==> config.mk <==
export PLATFORM = sky130hd
export DESIGN_NAME = pvcs_regs
export DESIGN_NICKNAME = d
export VERILOG_FILES = /design/src/include/pvcs_pkg.sv /design/src/rtl/pvcs_event_flags.sv /design/src/rtl/pvcs_regs.sv /design/src/rtl/pvcs_sync2.sv
export SDC_FILE = /design/constraint.sdc
export NUM_CORES = 1
export LEC_CHECK = 0
export ABC_AREA = 1
export BUFFER_PORTS_ARGS = -buffer_cell sky130_fd_sc_hd__clkbuf_2
export CAP_MARGIN = 20
export CORE_UTILIZATION = 59
export DETAILED_ROUTE_END_ITERATION = 16
export GPL_TIMING_DRIVEN = 0
export MAX_ROUTING_LAYER = met4
export PLACE_DENSITY = 0.95
export SLEW_MARGIN = 20
export SYNTH_ARGS = -nofsm -noshare
export SYNTH_HDL_FRONTEND = slang
export SYNTH_SLANG_ARGS = --single-unit
==> constraint.sdc <==
create_clock -name sys_clk -period 3.01 [get_ports sys_clk]
set_clock_uncertainty 0.2 [all_clocks]
set_input_delay 0.1505 -clock sys_clk [delete_from_list [all_inputs] [get_ports sys_clk]]
set_output_delay 0.1505 -clock sys_clk [all_outputs]
set_load 0.03 [all_outputs]
==> src/include/pvcs_pkg.sv <==
// Package: register map, field positions and reset values of the vendor registers
package pvcs_pkg;

    // =========================================================
    // Register offsets (management port addresses)
    localparam logic [4:0] ADDR_INTR_CTRL_STATUS = 5'h1b;
    localparam logic [4:0] ADDR_DEBUG_CTRL_ONE   = 5'h1c;
    localparam logic [4:0] ADDR_PHY_CTRL_STATUS  = 5'h1f;

    // =========================================================
    // Interrupt register fields
    localparam int EVT_LINK_UP      = 0;
    localparam int EVT_REMOTE_FAULT = 1;
    localparam int EVT_LINK_DOWN    = 2;
    localparam int EVT_PARTNER_ACK  = 3;
    localparam int EVT_COUNT        = 4;
    localparam int EVT_ENABLE_LSB   = 8;
    localparam int EVT_ENABLE_FULL  = 8;

    // =========================================================
    // Debug control fields
    localparam int DBG_CS_LOOPBACK  = 0;
    localparam int DBG_XOVER_OFF    = 6;
    localparam int DBG_STRAIGHT_SEL = 7;

    // =========================================================
    // PHY control/status fields
    localparam int PCS_LINK_CHK_FAIL = 1 - 1;
    localparam int PCS_SOFT_RESET    = 1;
    localparam int PCS_MASTER        = 2;
    localparam int PCS_DUPLEX        = 3;
    localparam int PCS_SPEED_10      = 4;
    localparam int PCS_SPEED_100     = 5;
    localparam int PCS_SPEED_1000    = 6;
    localparam int PCS_JABBER_EN     = 9;
    localparam int PCS_INT_POLARITY  = 14;

    // =========================================================
    // Reset values
    localparam logic [15:0] RST_INTR_CTRL_STATUS = 16'h0000;
    localparam logic [15:0] RST_DEBUG_CTRL_ONE   = 16'h0000;
    localparam logic [15:0] RST_PHY_CTRL_RW      = 16'h0200;

    // Writable masks; reserved RW bits store, RO bits do not
    localparam logic [15:0] WMASK_DEBUG_CTRL_ONE = 16'hffff;
    localparam logic [15:0] WMASK_PHY_CTRL       = 16'hf382;

endpackage : pvcs_pkg

==> src/rtl/pvcs_event_flags.sv <==
// Sticky event flags, cleared by a read, with set winning over clear
`timescale 1ns/1ps
module pvcs_event_flags #(
    parameter int COUNT = 4
) (
    input  wire logic             sys_clk,
    input  wire logic             reset_n,
    input  wire logic [COUNT-1:0] event_in,
    input  wire logic             read_clear,
    output logic      [COUNT-1:0] flags
);
    typedef struct packed {
        logic [COUNT-1:0] sticky;
    } pvcs_flag_state_t;

    pvcs_flag_state_t state;
    pvcs_flag_state_t next_state;

    // Elaboration check: the flags share one byte of the register
    if (COUNT < 1 || COUNT > 8) begin : g_bad_count
        $error("pvcs_event_flags: COUNT must be 1..8");
    end

    // =========================================================
    // Per flag: a new event beats the read clear
    always_comb begin
        next_state = state;
        for (int i = 0; i < COUNT; i++) begin
            next_state.sticky[i] = event_in[i] | (state.sticky[i] & ~read_clear);
        end
    end

    always_ff @(posedge sys_clk or negedge reset_n) begin
        if (!reset_n) begin
            state <= '0;
        end else begin
            state <= next_state;
        end
    end

    assign flags = state.sticky;
endmodule : pvcs_event_flags

==> src/rtl/pvcs_regs.sv <==
// Vendor management registers: interrupt, debug control and PHY control/status
//
// Notes on behaviour
// - Four event flags, set on event, cleared by read
// - Crossover disable bit turns off auto crossover
// - Forced crossover: straight select picks MDI, else MDI-X
// - Straight select ignored while auto crossover runs
// - Loopback bit routes 10/100 loopback from control bit
// - Polarity bit sets interrupt pin active level
// - Jabber counter runs only while enable set
// - Resolved speed on three read-only bits
// - Duplex bit reads one for full duplex
// - Master/slave bit reads one for master
// - Software reset resets logic, keeps registers
// - Enable bit per flag in upper byte
`timescale 1ns/1ps
module pvcs_regs (
    input  wire logic        sys_clk,
    input  wire logic        reset_n,
    // Management register port
    input  wire logic [4:0]  reg_addr,
    input  wire logic [15:0] reg_wdata,
    input  wire logic        reg_write,
    input  wire logic        reg_read,
    output logic      [15:0] reg_rdata,
    // Events from the line logic, asynchronous levels or pulses
    input  wire logic        evt_link_up,
    input  wire logic        evt_remote_fault,
    input  wire logic        evt_link_down,
    input  wire logic        evt_partner_ack,
    // Resolved status from the line logic
    input  wire logic        stat_speed_1000,
    input  wire logic        stat_speed_100,
    input  wire logic        stat_speed_10,
    input  wire logic        stat_full_duplex,
    input  wire logic        stat_master,
    input  wire logic        stat_link_chk_fail,
    // Controls toward the line logic
    output logic             auto_xover_en,
    output logic             mdi_straight,
    output logic             coding_sublayer_loopback,
    output logic             jabber_count_en,
    output logic             soft_reset,
    output logic             int_pin
);
    localparam int NSTAT = 6;

    typedef struct packed {
        logic [7:0]  evt_enable;
        logic [15:0] debug_ctrl;
        logic [15:0] phy_ctrl;
        logic [3:0]  evt_prev;
        logic [15:0] rdata;
        logic        auto_xover_en;
        logic        mdi_straight;
        logic        cs_loopback;
        logic        jabber_en;
        logic        soft_reset;
        logic        int_pin;
    } pvcs_state_t;

    pvcs_state_t state;
    pvcs_state_t next_state;

    logic [3:0]       evt_sync;
    logic [NSTAT-1:0] stat_sync;
    logic [3:0]       evt_rise;
    logic [3:0]       flags;
    logic             intr_read;
    logic             any_pending;

    // =========================================================
    // Synchronisers: all line inputs cross from another domain
    pvcs_sync2 #(
        .WIDTH (4)
    ) u_sync_evt (
        .sys_clk  (sys_clk),
        .reset_n  (reset_n),
        .async_in ({evt_partner_ack, evt_link_down, evt_remote_fault, evt_link_up}),
        .sync_out (evt_sync)
    );

    pvcs_sync2 #(
        .WIDTH (NSTAT)
    ) u_sync_stat (
        .sys_clk  (sys_clk),
        .reset_n  (reset_n),
        .async_in ({stat_link_chk_fail, stat_master, stat_full_duplex,
                    stat_speed_10, stat_speed_100, stat_speed_1000}),
        .sync_out (stat_sync)
    );

    // Events count on the rising edge so a held level sets a flag once
    assign evt_rise  = evt_sync & ~state.evt_prev;
    assign intr_read = reg_read && (reg_addr == pvcs_pkg::ADDR_INTR_CTRL_STATUS);

    // =========================================================
    // Sticky flags of the interrupt register
    pvcs_event_flags #(
        .COUNT (pvcs_pkg::EVT_COUNT)
    ) u_flags (
        .sys_clk    (sys_clk),
        .reset_n    (reset_n),
        .event_in   (evt_rise),
        .read_clear (intr_read),
        .flags      (flags)
    );

    // Only the four documented flags have matching enables here
    assign any_pending = |(flags & state.evt_enable[3:0]);

    // =========================================================
    // Register writes, read mux and derived controls
    always_comb begin
        logic [15:0] status_word;
        logic        xover_off;
        status_word = '0;
        xover_off   = 1'b0;
        next_state  = state;
        next_state.evt_prev = evt_sync;

        if (reg_write) begin
            unique case (reg_addr)
                pvcs_pkg::ADDR_INTR_CTRL_STATUS: begin
                    next_state.evt_enable = reg_wdata[15:8];
                end
                pvcs_pkg::ADDR_DEBUG_CTRL_ONE: begin
                    next_state.debug_ctrl = reg_wdata & pvcs_pkg::WMASK_DEBUG_CTRL_ONE;
                end
                pvcs_pkg::ADDR_PHY_CTRL_STATUS: begin
                    next_state.phy_ctrl = reg_wdata & pvcs_pkg::WMASK_PHY_CTRL;
                end
                default: begin
                end
            endcase
        end

        // Status bits come live from the line, read-only
        status_word = state.phy_ctrl;
        status_word[pvcs_pkg::PCS_SPEED_1000]    = stat_sync[0];
        status_word[pvcs_pkg::PCS_SPEED_100]     = stat_sync[1];
        status_word[pvcs_pkg::PCS_SPEED_10]      = stat_sync[2];
        status_word[pvcs_pkg::PCS_DUPLEX]        = stat_sync[3];
        status_word[pvcs_pkg::PCS_MASTER]        = stat_sync[4];
        status_word[pvcs_pkg::PCS_LINK_CHK_FAIL] = stat_sync[5];

        // Read data stand in the cycle after the strobe only
        next_state.rdata = '0;
        if (reg_read) begin
            unique case (reg_addr)
                pvcs_pkg::ADDR_INTR_CTRL_STATUS: begin
                    next_state.rdata = {state.evt_enable, 4'h0, flags};
                end
                pvcs_pkg::ADDR_DEBUG_CTRL_ONE: begin
                    next_state.rdata = state.debug_ctrl;
                end
                pvcs_pkg::ADDR_PHY_CTRL_STATUS: begin
                    next_state.rdata = status_word;
                end
                default: begin
                    next_state.rdata = '0;
                end
            endcase
        end

        // Controls follow the register on the same edge, from its next value
        xover_off = next_state.debug_ctrl[pvcs_pkg::DBG_XOVER_OFF];
        next_state.auto_xover_en = ~xover_off;
        next_state.mdi_straight  = xover_off &
                                   next_state.debug_ctrl[pvcs_pkg::DBG_STRAIGHT_SEL];
        // Straight select masked while auto crossover runs
        if (!xover_off) begin
            next_state.mdi_straight = 1'b0;
        end
        next_state.cs_loopback = next_state.debug_ctrl[pvcs_pkg::DBG_CS_LOOPBACK];
        next_state.jabber_en   = next_state.phy_ctrl[pvcs_pkg::PCS_JABBER_EN];
        // Soft reset holds line logic; registers here are untouched by it
        next_state.soft_reset  = next_state.phy_ctrl[pvcs_pkg::PCS_SOFT_RESET];
        // Pin level follows polarity; active low idles high
        next_state.int_pin = any_pending ~^
                             next_state.phy_ctrl[pvcs_pkg::PCS_INT_POLARITY];
    end

    // =========================================================
    // State register; reset values from the package
    always_ff @(posedge sys_clk or negedge reset_n) begin
        if (!reset_n) begin
            state               <= '0;
            state.evt_enable    <= pvcs_pkg::RST_INTR_CTRL_STATUS[15:8];
            state.debug_ctrl    <= pvcs_pkg::RST_DEBUG_CTRL_ONE;
            state.phy_ctrl      <= pvcs_pkg::RST_PHY_CTRL_RW;
            state.auto_xover_en <= 1'b1;
            state.jabber_en     <= 1'b1;
            state.int_pin       <= 1'b1;
        end else begin
            state <= next_state;
        end
    end

    assign reg_rdata                = state.rdata;
    assign auto_xover_en            = state.auto_xover_en;
    assign mdi_straight             = state.mdi_straight;
    assign coding_sublayer_loopback = state.cs_loopback;
    assign jabber_count_en          = state.jabber_en;
    assign soft_reset               = state.soft_reset;
    assign int_pin                  = state.int_pin;
endmodule : pvcs_regs

==> src/rtl/pvcs_sync2.sv <==
// Two flip-flop synchroniser for a bus of levels from outside the clock domain
`timescale 1ns/1ps
module pvcs_sync2 #(
    parameter int WIDTH = 1
) (
    input  wire logic             sys_clk,
    input  wire logic             reset_n,
    input  wire logic [WIDTH-1:0] async_in,
    output logic      [WIDTH-1:0] sync_out
);
    typedef struct packed {
        logic [WIDTH-1:0] stage_a;
        logic [WIDTH-1:0] stage_b;
    } pvcs_sync_state_t;

    pvcs_sync_state_t state;
    pvcs_sync_state_t next_state;

    // Elaboration check: a zero-width bus has nothing to carry
    if (WIDTH < 1) begin : g_bad_width
        $error("pvcs_sync2: WIDTH must be at least 1");
    end

    // =========================================================
    // Stage a feeds only stage b
    always_comb begin
        next_state         = state;
        next_state.stage_a = async_in;
        next_state.stage_b = state.stage_a;
    end

    always_ff @(posedge sys_clk or negedge reset_n) begin
        if (!reset_n) begin
            state <= '0;
        end else begin
            state <= next_state;
        end
    end

    assign sync_out = state.stage_b;
endmodule : pvcs_sync2

==> metrics, run 1 <==
status=finished clean; largest net degree at the start of global routing=48; height of the chip=75.0 µm; Rows=26; Avg Inst Size Synth=9.49 µm²; worst slew pin tran=0.442 ns; Buffers on Ports=55; crit path DAT=about 1.9 ns; dpl ws=1.45 ns; max-cap viol count=0; Slew headroom=70.5%; Remaining DRCs=0; multiplexer area fraction after synthesis=0%; number of vias per cell=5.45; WP data required=a little over 3 ns; Synth Net Count=366; 1st-pass router iterations=7; Placed Area=0.00353 mm²; setup bufs post-CTS=0; Simple-Gate Fraction of Synth Area=around a quarter; # fillers=296; synth top area cells=dfrtp_1, nand2_1, nand3_1; Vias=2734; synth warn=0; adder-cell share of the synthesized area=0%; Min-Delay Endpoint=auto_xover_en; setup TNS=0 ns; cell area after layout=0.00408 mm²; largest family of logic cells by synthesized area=simple AND/OR/NAND/NOR gates; vias in the first global route=2644; Hold WS=0.0534 ns; initial antenna violation count=0; Slew Viols, Final=0; type of origin of the critical path=input pin; multi-input logic area=slightly below 900 µm²; Synth top area share=60.6%; DPL Wire Length=approximately 4700 µm; CP startpoint=reg_addr[0]; setup slack, reg-to-reg=1.77 ns; Starting Density=61.5%; Setup CP Type=in -> reg; Mapped Area=0.00314 mm²; Layout Nets=around 460; flops & latches, synth=79; r2r worst-path depth=6; Lkg Pwr=2.22 nW; RSZ-0062 raised after global routing=no; grt ovf=0; CTS Buf Count=9; Clk Tree Root Cell=clkbuf_8; fmax=534 MHz; CTS H-tree depth=3; setup ws final=1.14 ns; final number of setup-violating endpoints=0; All-Layer GR Usage=34.0%; Power Dens Cells=634 mW/mm²; hold depth=4; Clk Latency, worst-skew pair=0.36 ns; distinct cell type count after synthesis=20; Clock Sinks=79; # IOs=57; share of post-route cells with drive strength above 1=between 20 and 30%; die width=75.0 µm; Hold Crit Start=reg_addr[1]; CTS clk-pin slew, worst paths=approximately 0.090 ns; post-cts sizing count=0; Post-Synth XOR/XNOR Area=0%; fin crit share=~62%; Clock Tree Buf Depth=2; FF/Latch Area=between 0.0015 and 0.002 mm²; die area=0.00562 mm²; CP Capture Type=flip-flop; area delta synth->final=30.0%; first-pass GRT wire length=12700 µm; Total Wirelength=8130 µm; Tmin final=between 1.5 and 2 ns; Worst VDD drop=0.672 mV; starting DRC count in detailed routing=between 300 and 400; area leader, netlist=dfrtp_1; Hold Buf Count CTS=30; Core ar.=0.00511 mm²; CTS tree=built; r2r endpoint=int_pin; Pwr Total=2.59 mW; ant diodes=0; DR WL/cell=16.2 µm; cells after synthesis=331; Fin. Hold Viols=0; Synth Area in Compound Gates=3.82%; RR Startpoint=u_flags.flags[1]; min-delay worst type=in -> reg; Seq/Total Area, Yosys=63.1%; Antenna Nets Post-Route=0; crit-path max FO=10; gpl congestion=between 0.9 and 1
-- cell type report --
type / count / share of cell area, %
clock buffers: 9 / 3.03
plain buffers: 27 / 4.41
well taps: 70 / 2.14
repair buffers: 86 / 14.6
inverters: 30 / 2.76
multi-input cells: 195 / 21.2
flip-flops and latches: 79 / 48.5
clock inverters: 6 / 3.28
-- critical path: stages --
cell and delay, ns:
dlygate4sd3_1 0.54, clkbuf_2 0.17, nand3_1 0.10, nor2_2 0.23, buf_2 0.31, nand2_1 0.09
a21oi_1 0.31
-- cell usage after synthesis --
cell / count
a21oi_1: 6
buf_2: 9
buf_4: 16
buf_6: 1
clkbuf_1: 1
clkinv_1: 1
dfrtp_1: 76
dfstp_2: 3
inv_1: 28
inv_2: 1
nand2_1: 115
nand2_2: 1
nand3_1: 43
nand3_4: 1
nand4_1: 3
nor2_1: 3
nor2_2: 2
nor2_4: 3
o21ai_0: 16
o21ai_1: 2
-- registers in the layout, indices dropped and copies added (netlist names), 4 cells and up --
name,flops
state,36
u_sync_stat.sync_out,6
u_sync_evt.next_state,4
u_flags.flags,4
u_sync_stat.next_state,6
reg_rdata,16
u_sync_evt.sync_out,4
-- worst max path at each step --
stage,end,depth (start not counted)
after detailed placement,reg_rdata[13],8
final,reg_rdata[4],7
after CTS,state[60],8
after global routing,reg_rdata[4],7
after floorplan,state[44],6
after global placement,u_sync_evt.next_state[0],1
-- layer usage --
layer  GRT usage [%]  share of wire [%]  up-vias  wire [µm]
li1                -                  -     1213          -
met1            40.6                 37     1274       2970
met2            50.2                 49      204       3970
met3            11.8                9.3       43        753
met5               -                  0        -          0
met4            20.3                5.4        0        436
-- cell families after synthesis --
logic type / Yosys count
AO/OA/AOI/OAI: 24
buffers and inverters: 57
flip-flops: 79
AND/OR/NAND/NOR: 171
-- through the flow --
stage / utilization, % / cells
after detailed placement: 69.0 / 457
after CTS: 80.0 / 502
after global placement: 68.6 / 456
final: 80.0 / 502
after global routing: 80.0 / 502
after floorplan: - / 331
-- placed cells by master, fill, tap and decap left out, drive strengths merged --
cell type	Yosys	layout
a21oi	6	6
buf	26	27
bufinv	0	4
clkbuf	1	65
clkinv	1	3
dfrtp	76	76
dfstp	3	3
dlygate4sd3	0	30
inv	29	29
nand2	116	116
nand3	44	44
nand4	3	3
nor2	8	8
o21ai	18	18
-- report_power, final --
part | switching (mW) | leakage (nW) | total (mW) | internal [mW]
Clock | 0.390 | 0.129 | 1.02 | 0.630
Combinational | 0.203 | 1.11 | 0.320 | 0.116
Sequential | 0.0698 | 0.977 | 1.25 | 1.18
No activity file was read; power rests on OpenSTA's default activity.
==> run 2: changes to the inputs <==
--- a/config.mk
+++ b/config.mk
@@ -8,11 +8,11 @@
 export ABC_AREA = 1
 export BUFFER_PORTS_ARGS = -buffer_cell sky130_fd_sc_hd__clkbuf_2
 export CAP_MARGIN = 20
-export CORE_UTILIZATION = 59
+export CORE_UTILIZATION = 49
 export DETAILED_ROUTE_END_ITERATION = 16
 export GPL_TIMING_DRIVEN = 0
 export MAX_ROUTING_LAYER = met4
-export PLACE_DENSITY = 0.95
+export PLACE_DENSITY = 0.85
 export SLEW_MARGIN = 20
 export SYNTH_ARGS = -nofsm -noshare
 export SYNTH_HDL_FRONTEND = slang
==> constraint.sdc (replaced) <==
create_clock -name sys_clk -period 1.6 [get_ports sys_clk]
set_clock_uncertainty 0.2 [all_clocks]
set_input_delay 0.08 -clock sys_clk [delete_from_list [all_inputs] [get_ports sys_clk]]
set_output_delay 0.08 -clock sys_clk [all_outputs]
set_load 0.03 [all_outputs]
==> metrics, run 2 (synthesized netlist as in run 1, its figures left out) <==
# fillers=447 (+51%); Remaining DRCs=0 (unchanged); DPL Wire Length=4510 µm (-3.5%); initial antenna violation count=0 (unchanged); share of post-route cells with drive strength above 1=25.6% (+0.62 points); Tmin final=1.54 ns; Clock Sinks=79 (unchanged); largest net degree at the start of global routing=43 (-10%); setup ws final=0.0611 ns (-1.07 ns); Total Wirelength=7080 µm (-13%); All-Layer GR Usage=24.3% (-9.8 points); Worst VDD drop=0.755 mV (+12%); starting DRC count in detailed routing=285 (-26%); max reg flops=36 (unchanged); fmax=650 MHz; failing checks=negative hold slack; CTS clk-pin slew, worst paths=0.08 ns (about the same); Clock Tree Buf Depth=2 (unchanged); final number of setup-violating endpoints=0 (unchanged); Placed Area=0.00353 mm² (+0.18%); grt ovf=0 (unchanged); Starting Density=51.8% (-9.7 points); gpl congestion=0.869 (-4.5%); Top delay family on crit path=buffers and inverters; multi-input logic area=872 µm² (+0.58%); 1st-pass router iterations=5 (-2); die width=82.1 µm (+9.5%); Worst path slowest cell=dlygate4sd3_1; die area=0.00673 mm² (+20%); Antenna Nets Post-Route=0 (unchanged); CTS Buf Count=9 (unchanged); most frequent cells in the layout=nand2_1, dfrtp_1, clkbuf_2; Core ar.=0.00606 mm² (+19%); max-cap viol count=0 (unchanged); setup slack, reg-to-reg=0.17 ns (-1.60 ns); Setup CP Type=in -> reg; CTS tree=built; first-pass GRT wire length=11200 µm (-11%); vias in the first global route=2437 (-7.8%); Buffers on Ports=55 (unchanged); CP Capture Type=flip-flop; commonest non-fill, non-tap cell in the layout=nand2_1; ant diodes=0 (unchanged); Hold WS=-0.00179 ns (-0.0552 ns); Clk Tree Root Cell=clkbuf_8; worst path buffer plus inverter count=3 (unchanged); area delta synth->final=31.0%; Fin. Hold Viols=1 (+1); number of vias per cell=5.03 (-7.7%); type of origin of the critical path=input pin; dpl ws=0.0406 ns (-1.41 ns); CP dominant cell by count=nand2_1; Clk Latency, worst-skew pair=0.35 ns (about the same); Rows=28 (+7.7%); RSZ-0062 raised after global routing=no; Largest Register=state; Slew headroom=61.9% (-8.6 points); Slew Viols, Final=0 (unchanged); Lkg Pwr=2.22 nW (about the same); cell area after layout=0.00412 mm² (+0.77%); worst slew pin tran=0.571 ns (+0.129 ns); CTS H-tree depth=3 (unchanged); height of the chip=82.1 µm (+9.5%); crit-path max FO=10 (unchanged); fin crit share=96.2%; Worst path max stage delay=0.62 ns (+0.08 ns); CP cell instances=clkbuf_2, inv_1, nor2_4, nand3_4, dlygate4sd3_1, nand2_1, nand2_1, nor2_1; crit path DAT=1.63 ns (-0.28 ns); min-delay worst type=in -> reg; FF/Latch Area=0.00198 mm² (unchanged); Layout Nets=471 (+1.7%); DR WL/cell=13.7 µm (-15%); Vias=2595 (-5.1%); status=finished, violations left; WP data required=1.69 ns (-1.36 ns); # IOs=57 (unchanged); Power Dens Cells=1070 mW/mm² (+68%)
==> run 2: changes by cell type in the layout (fill, tap and decap cells not counted), moves of 2 or more <==
cell	previous run	this run
buf_4	16	18
dlygate4sd3_1	30	35
bufinv_16	4	1
clkinvlp_4	0	2
clkinv_2	1	3
==> run 2: power by group <==
part / total (mW) / internal, mW / switching [mW]
registers: 2.33 / 2.22 / 0.114
clock network: 1.47 / 0.754 / 0.718
logic: 0.591 / 0.230 / 0.362
total: 4.40 / 3.20 / 1.19
==> run 2: tightest hold or removal path: stages <==
cell      delay (ns)
clkbuf_2        0.13
nor2_4          0.08
nand3_1         0.07
nand3_1         0.07
nand2_1         0.06
inv_1           0.03
==> run 2: cell type report <==
class / instances / share of cell area, %
inverter: 30 / 2.74
clock buffer: 10 / 3.34
clock inverter: 6 / 1.46
tap: 75 / 2.28
sequential: 79 / 48.1
buffer: 27 / 4.44
multi-input combinational: 195 / 21.2
timing repair buffer: 94 / 16.4
==> run 2: worst paths after layout <==
path,start,endpoint,cells after the start
max reg2reg,state[42],state[42],3
max,reg_addr[4],mdi_straight,8
min reg2reg,u_sync_evt.next_state[0],u_sync_evt.sync_out[0],0
min in group asynchronous,reset_n,state[53],2
min,reg_addr[0],reg_rdata[8],6
max in group asynchronous,reset_n,auto_xover_en,3
==> run 2: routing by layer <==
metal,vias up,GRT usage [%],wire length [µm]
li1,1232,-,-
met1,1228,28.1,2870
met2,114,38.7,3560
met3,21,5.89,418
met4,0,13.7,237
met5,-,-,0
==> run 2: timing repair <==
action / CTS / global route
endpoints found under the hold margin: 131 / 0
setup buffers: 0 / 2
gates resized for setup: 0 / 4
hold buffers: 36 / 0
endpoints found under the setup margin: 0 / 12
==> run 2: metrics by stage <==
step | total power, mW | TNS [ns] | cells | hold WS [ns] | util, %
finish | 4.40 | 0 | 516 | -0.00179 | 67.9
global route | 4.58 | 0 | 516 | 0.0344 | 67.9
CTS | 4.40 | 0 | 514 | 0.000149 | 67.5
detailed placement | 2.88 | 0 | 462 | -0.0675 | 58.3
global placement | 2.84 | -29.93 | 461 | -0.0121 | 57.9
floorplan | 2.66 | 0 | 331 | -0.416 | -
==> run 3: changes to the inputs <==
--- a/config.mk
+++ b/config.mk
@@ -8,11 +8,13 @@
 export ABC_AREA = 1
 export BUFFER_PORTS_ARGS = -buffer_cell sky130_fd_sc_hd__clkbuf_2
 export CAP_MARGIN = 20
-export CORE_UTILIZATION = 49
+export CELL_PAD_IN_SITES_DETAIL_PLACEMENT = 1
+export CELL_PAD_IN_SITES_GLOBAL_PLACEMENT = 1
+export CORE_UTILIZATION = 38
 export DETAILED_ROUTE_END_ITERATION = 16
 export GPL_TIMING_DRIVEN = 0
 export MAX_ROUTING_LAYER = met4
-export PLACE_DENSITY = 0.85
+export PLACE_DENSITY = 0.86
 export SLEW_MARGIN = 20
 export SYNTH_ARGS = -nofsm -noshare
 export SYNTH_HDL_FRONTEND = slang
==> metrics, run 3 (synthesized netlist as in run 1, its figures left out) <==
status=finished clean; WP data required=1.69 ns (about the same); All-Layer GR Usage=23.6% (-0.69 points); most frequent cells in the layout=nand2_1, dfrtp_1, clkbuf_2; CP Capture Type=flip-flop; Lkg Pwr=2.26 nW (+1.9%); Clk Latency, worst-skew pair=0.34 ns (about the same); Clk Tree Root Cell=clkbuf_8; CP dominant cell by count=nand2_1; CP startpoint=reg_addr[4]; Rows=32 (+14%); # fillers=919 (+110%); initial antenna violation count=0 (unchanged); multi-input logic area=870 µm² (-0.29%); grt ovf=0 (unchanged); Slew Viols, Final=0 (unchanged); CTS Buf Count=9 (unchanged); fmax=665 MHz (+2.3%); Vias=2738 (+5.5%); # IOs=57 (unchanged); r2r endpoint=state[42]; die area=0.00863 mm² (+28%); hold depth=6 (unchanged); Fin. Hold Viols=0 (-1); DR WL/cell=16.7 µm (+22%); Starting Density=40.0% (-12 points); Slew headroom=66.0% (+4.0 points); RR Startpoint=state[42]; Layout Nets=476 (+1.1%); routing usage on met3=5.09% (-0.80 points); type of origin of the critical path=input pin; height of the chip=92.9 µm (+13%); worst path buffer plus inverter count=3 (unchanged); Setup CP Type=in -> reg; Worst path max stage delay=0.63 ns (about the same); CTS H-tree depth=3 (unchanged); min-delay worst type=in -> reg; Buffers on Ports=55 (unchanged); CTS tree=built; 1st-pass router iterations=4 (-1); number of vias per cell=5.00 (-0.65%); Worst VDD drop=0.568 mV (-25%); Total Wirelength=9150 µm (+29%); share of post-route cells with drive strength above 1=26.0% (+0.39 points); grt met1 use=26.5% (-1.7 points); Power Dens Cells=1070 mW/mm² (+0.56%); fin crit share=94.0% (-2.2 points); starting DRC count in detailed routing=100 (-65%); final number of setup-violating endpoints=0 (unchanged); setup TNS=0 ns (unchanged); largest net degree at the start of global routing=46 (+7.0%); die width=92.9 µm (+13%); vias in the first global route=2949 (+21%); crit path DAT=1.59 ns (-0.04 ns); FF/Latch Area=0.00198 mm² (unchanged); Remaining DRCs=0 (unchanged); first-pass GRT wire length=14800 µm (+31%); CP cell instances=clkbuf_2, inv_1, nor2_4, nand3_4, dlygate4sd3_1, nand2_1, nand2_1, nor2_1; crit-path max FO=7 (-3); Clock Tree Buf Depth=2 (unchanged); commonest non-fill, non-tap cell in the layout=nand2_1; GR peak layer=met2; DPL Wire Length=5290 µm (+17%); max-cap viol count=0 (unchanged); ant diodes=0 (unchanged); area delta synth->final=33.1%; Antenna Nets Post-Route=0 (unchanged); gpl congestion=0.827 (-4.8%); Tmin final=1.50 ns (-0.0347 ns); CTS clk-pin slew, worst paths=0.08 ns (about the same); stages on the worst setup path=8 (unchanged); met2 Use GR=38.8% (+0.17 points); CP Capture Point=mdi_straight; max reg flops=36 (unchanged); setup slack, reg-to-reg=0.21 ns (+0.04 ns); Hold WS=0.0169 ns (+0.0187 ns); Top delay family on crit path=buffers and inverters; Clock Sinks=79 (unchanged); Pwr Total=4.49 mW (+2.2%); r2r worst-path depth=3 (unchanged); worst slew pin tran=0.510 ns (-0.0605 ns); Core ar.=0.00785 mm² (+29%); Worst path slowest cell=dlygate4sd3_1; final core utilization=53.3% (-15 points); Largest Register=state
[run 3: changes by cell type in the layout (fill, tap and decap cells not counted), sizes merged]
| cell | before | now |
|---|---|---|
| buf | 28 | 34 |
| clkinvlp | 2 | 0 |
| clkbuf | 67 | 68 |
| dlygate4sd3 | 35 | 36 |
| dlymetal6s4s | 1 | 0 |
[run 3: worst min path at each step]
stage                        startpoint                         to
after floorplan                 reset_n               mdi_straight
after global placement    evt_link_down   u_sync_evt.next_state[2]
after detailed placement        reset_n  u_sync_stat.next_state[2]
after CTS                   reg_addr[2]              reg_rdata[15]
after global routing        reg_addr[1]               reg_rdata[1]
final                       reg_addr[1]               reg_rdata[0]
[run 3: worst register-to-register path, delay by kind of cell, from the launching register on]
family | cells | cell delay [ns]
buffers and inverters | 1 | 0.55
DFF | 1 | 0.40
and+or+nand+nor | 2 | 0.12
[run 3: what timing repair did]
action                                 CTS  global route
gates resized for setup                  0             1
setup endpoints to repair                0             7
hold buffers                            36             0
endpoints found under the hold margin  129             0
setup buffers                            0             7
[run 3: area by class of cell]
cell class | instances | share of cell area [%]
buffer | 27 | 4.31
clock buffer | 12 | 3.71
clock inverter | 4 | 1.08
inverter | 30 | 2.69
multi-input combinational | 195 | 20.8
sequential | 79 | 47.4
tap | 102 | 3.05
timing repair buffer | 99 | 17.0
[run 3: report_power, final]
group | total (mW) | switching (mW) | internal [mW]
registers | 2.34 | 0.123 | 2.22
clock network | 1.51 | 0.710 | 0.799
logic | 0.640 | 0.398 | 0.242
total | 4.49 | 1.23 | 3.26
[run 3: per-stage QoR]
step                std cells  setup WS (ns)  instance area, µm²
floorplan                 331          0.485                3140
global placement          488         -0.476                3540
detailed placement        489         0.0172                3570
CTS                       541         0.0287                4130
global route              548       -0.00293                4180
finish                    548         0.0957                4180
[run 3: metal layers]
layer,share of wire (%),routed length [µm]
met3,5.0,459
met1,39,3570
met2,52,4720
met4,4.3,397
met5,0,0
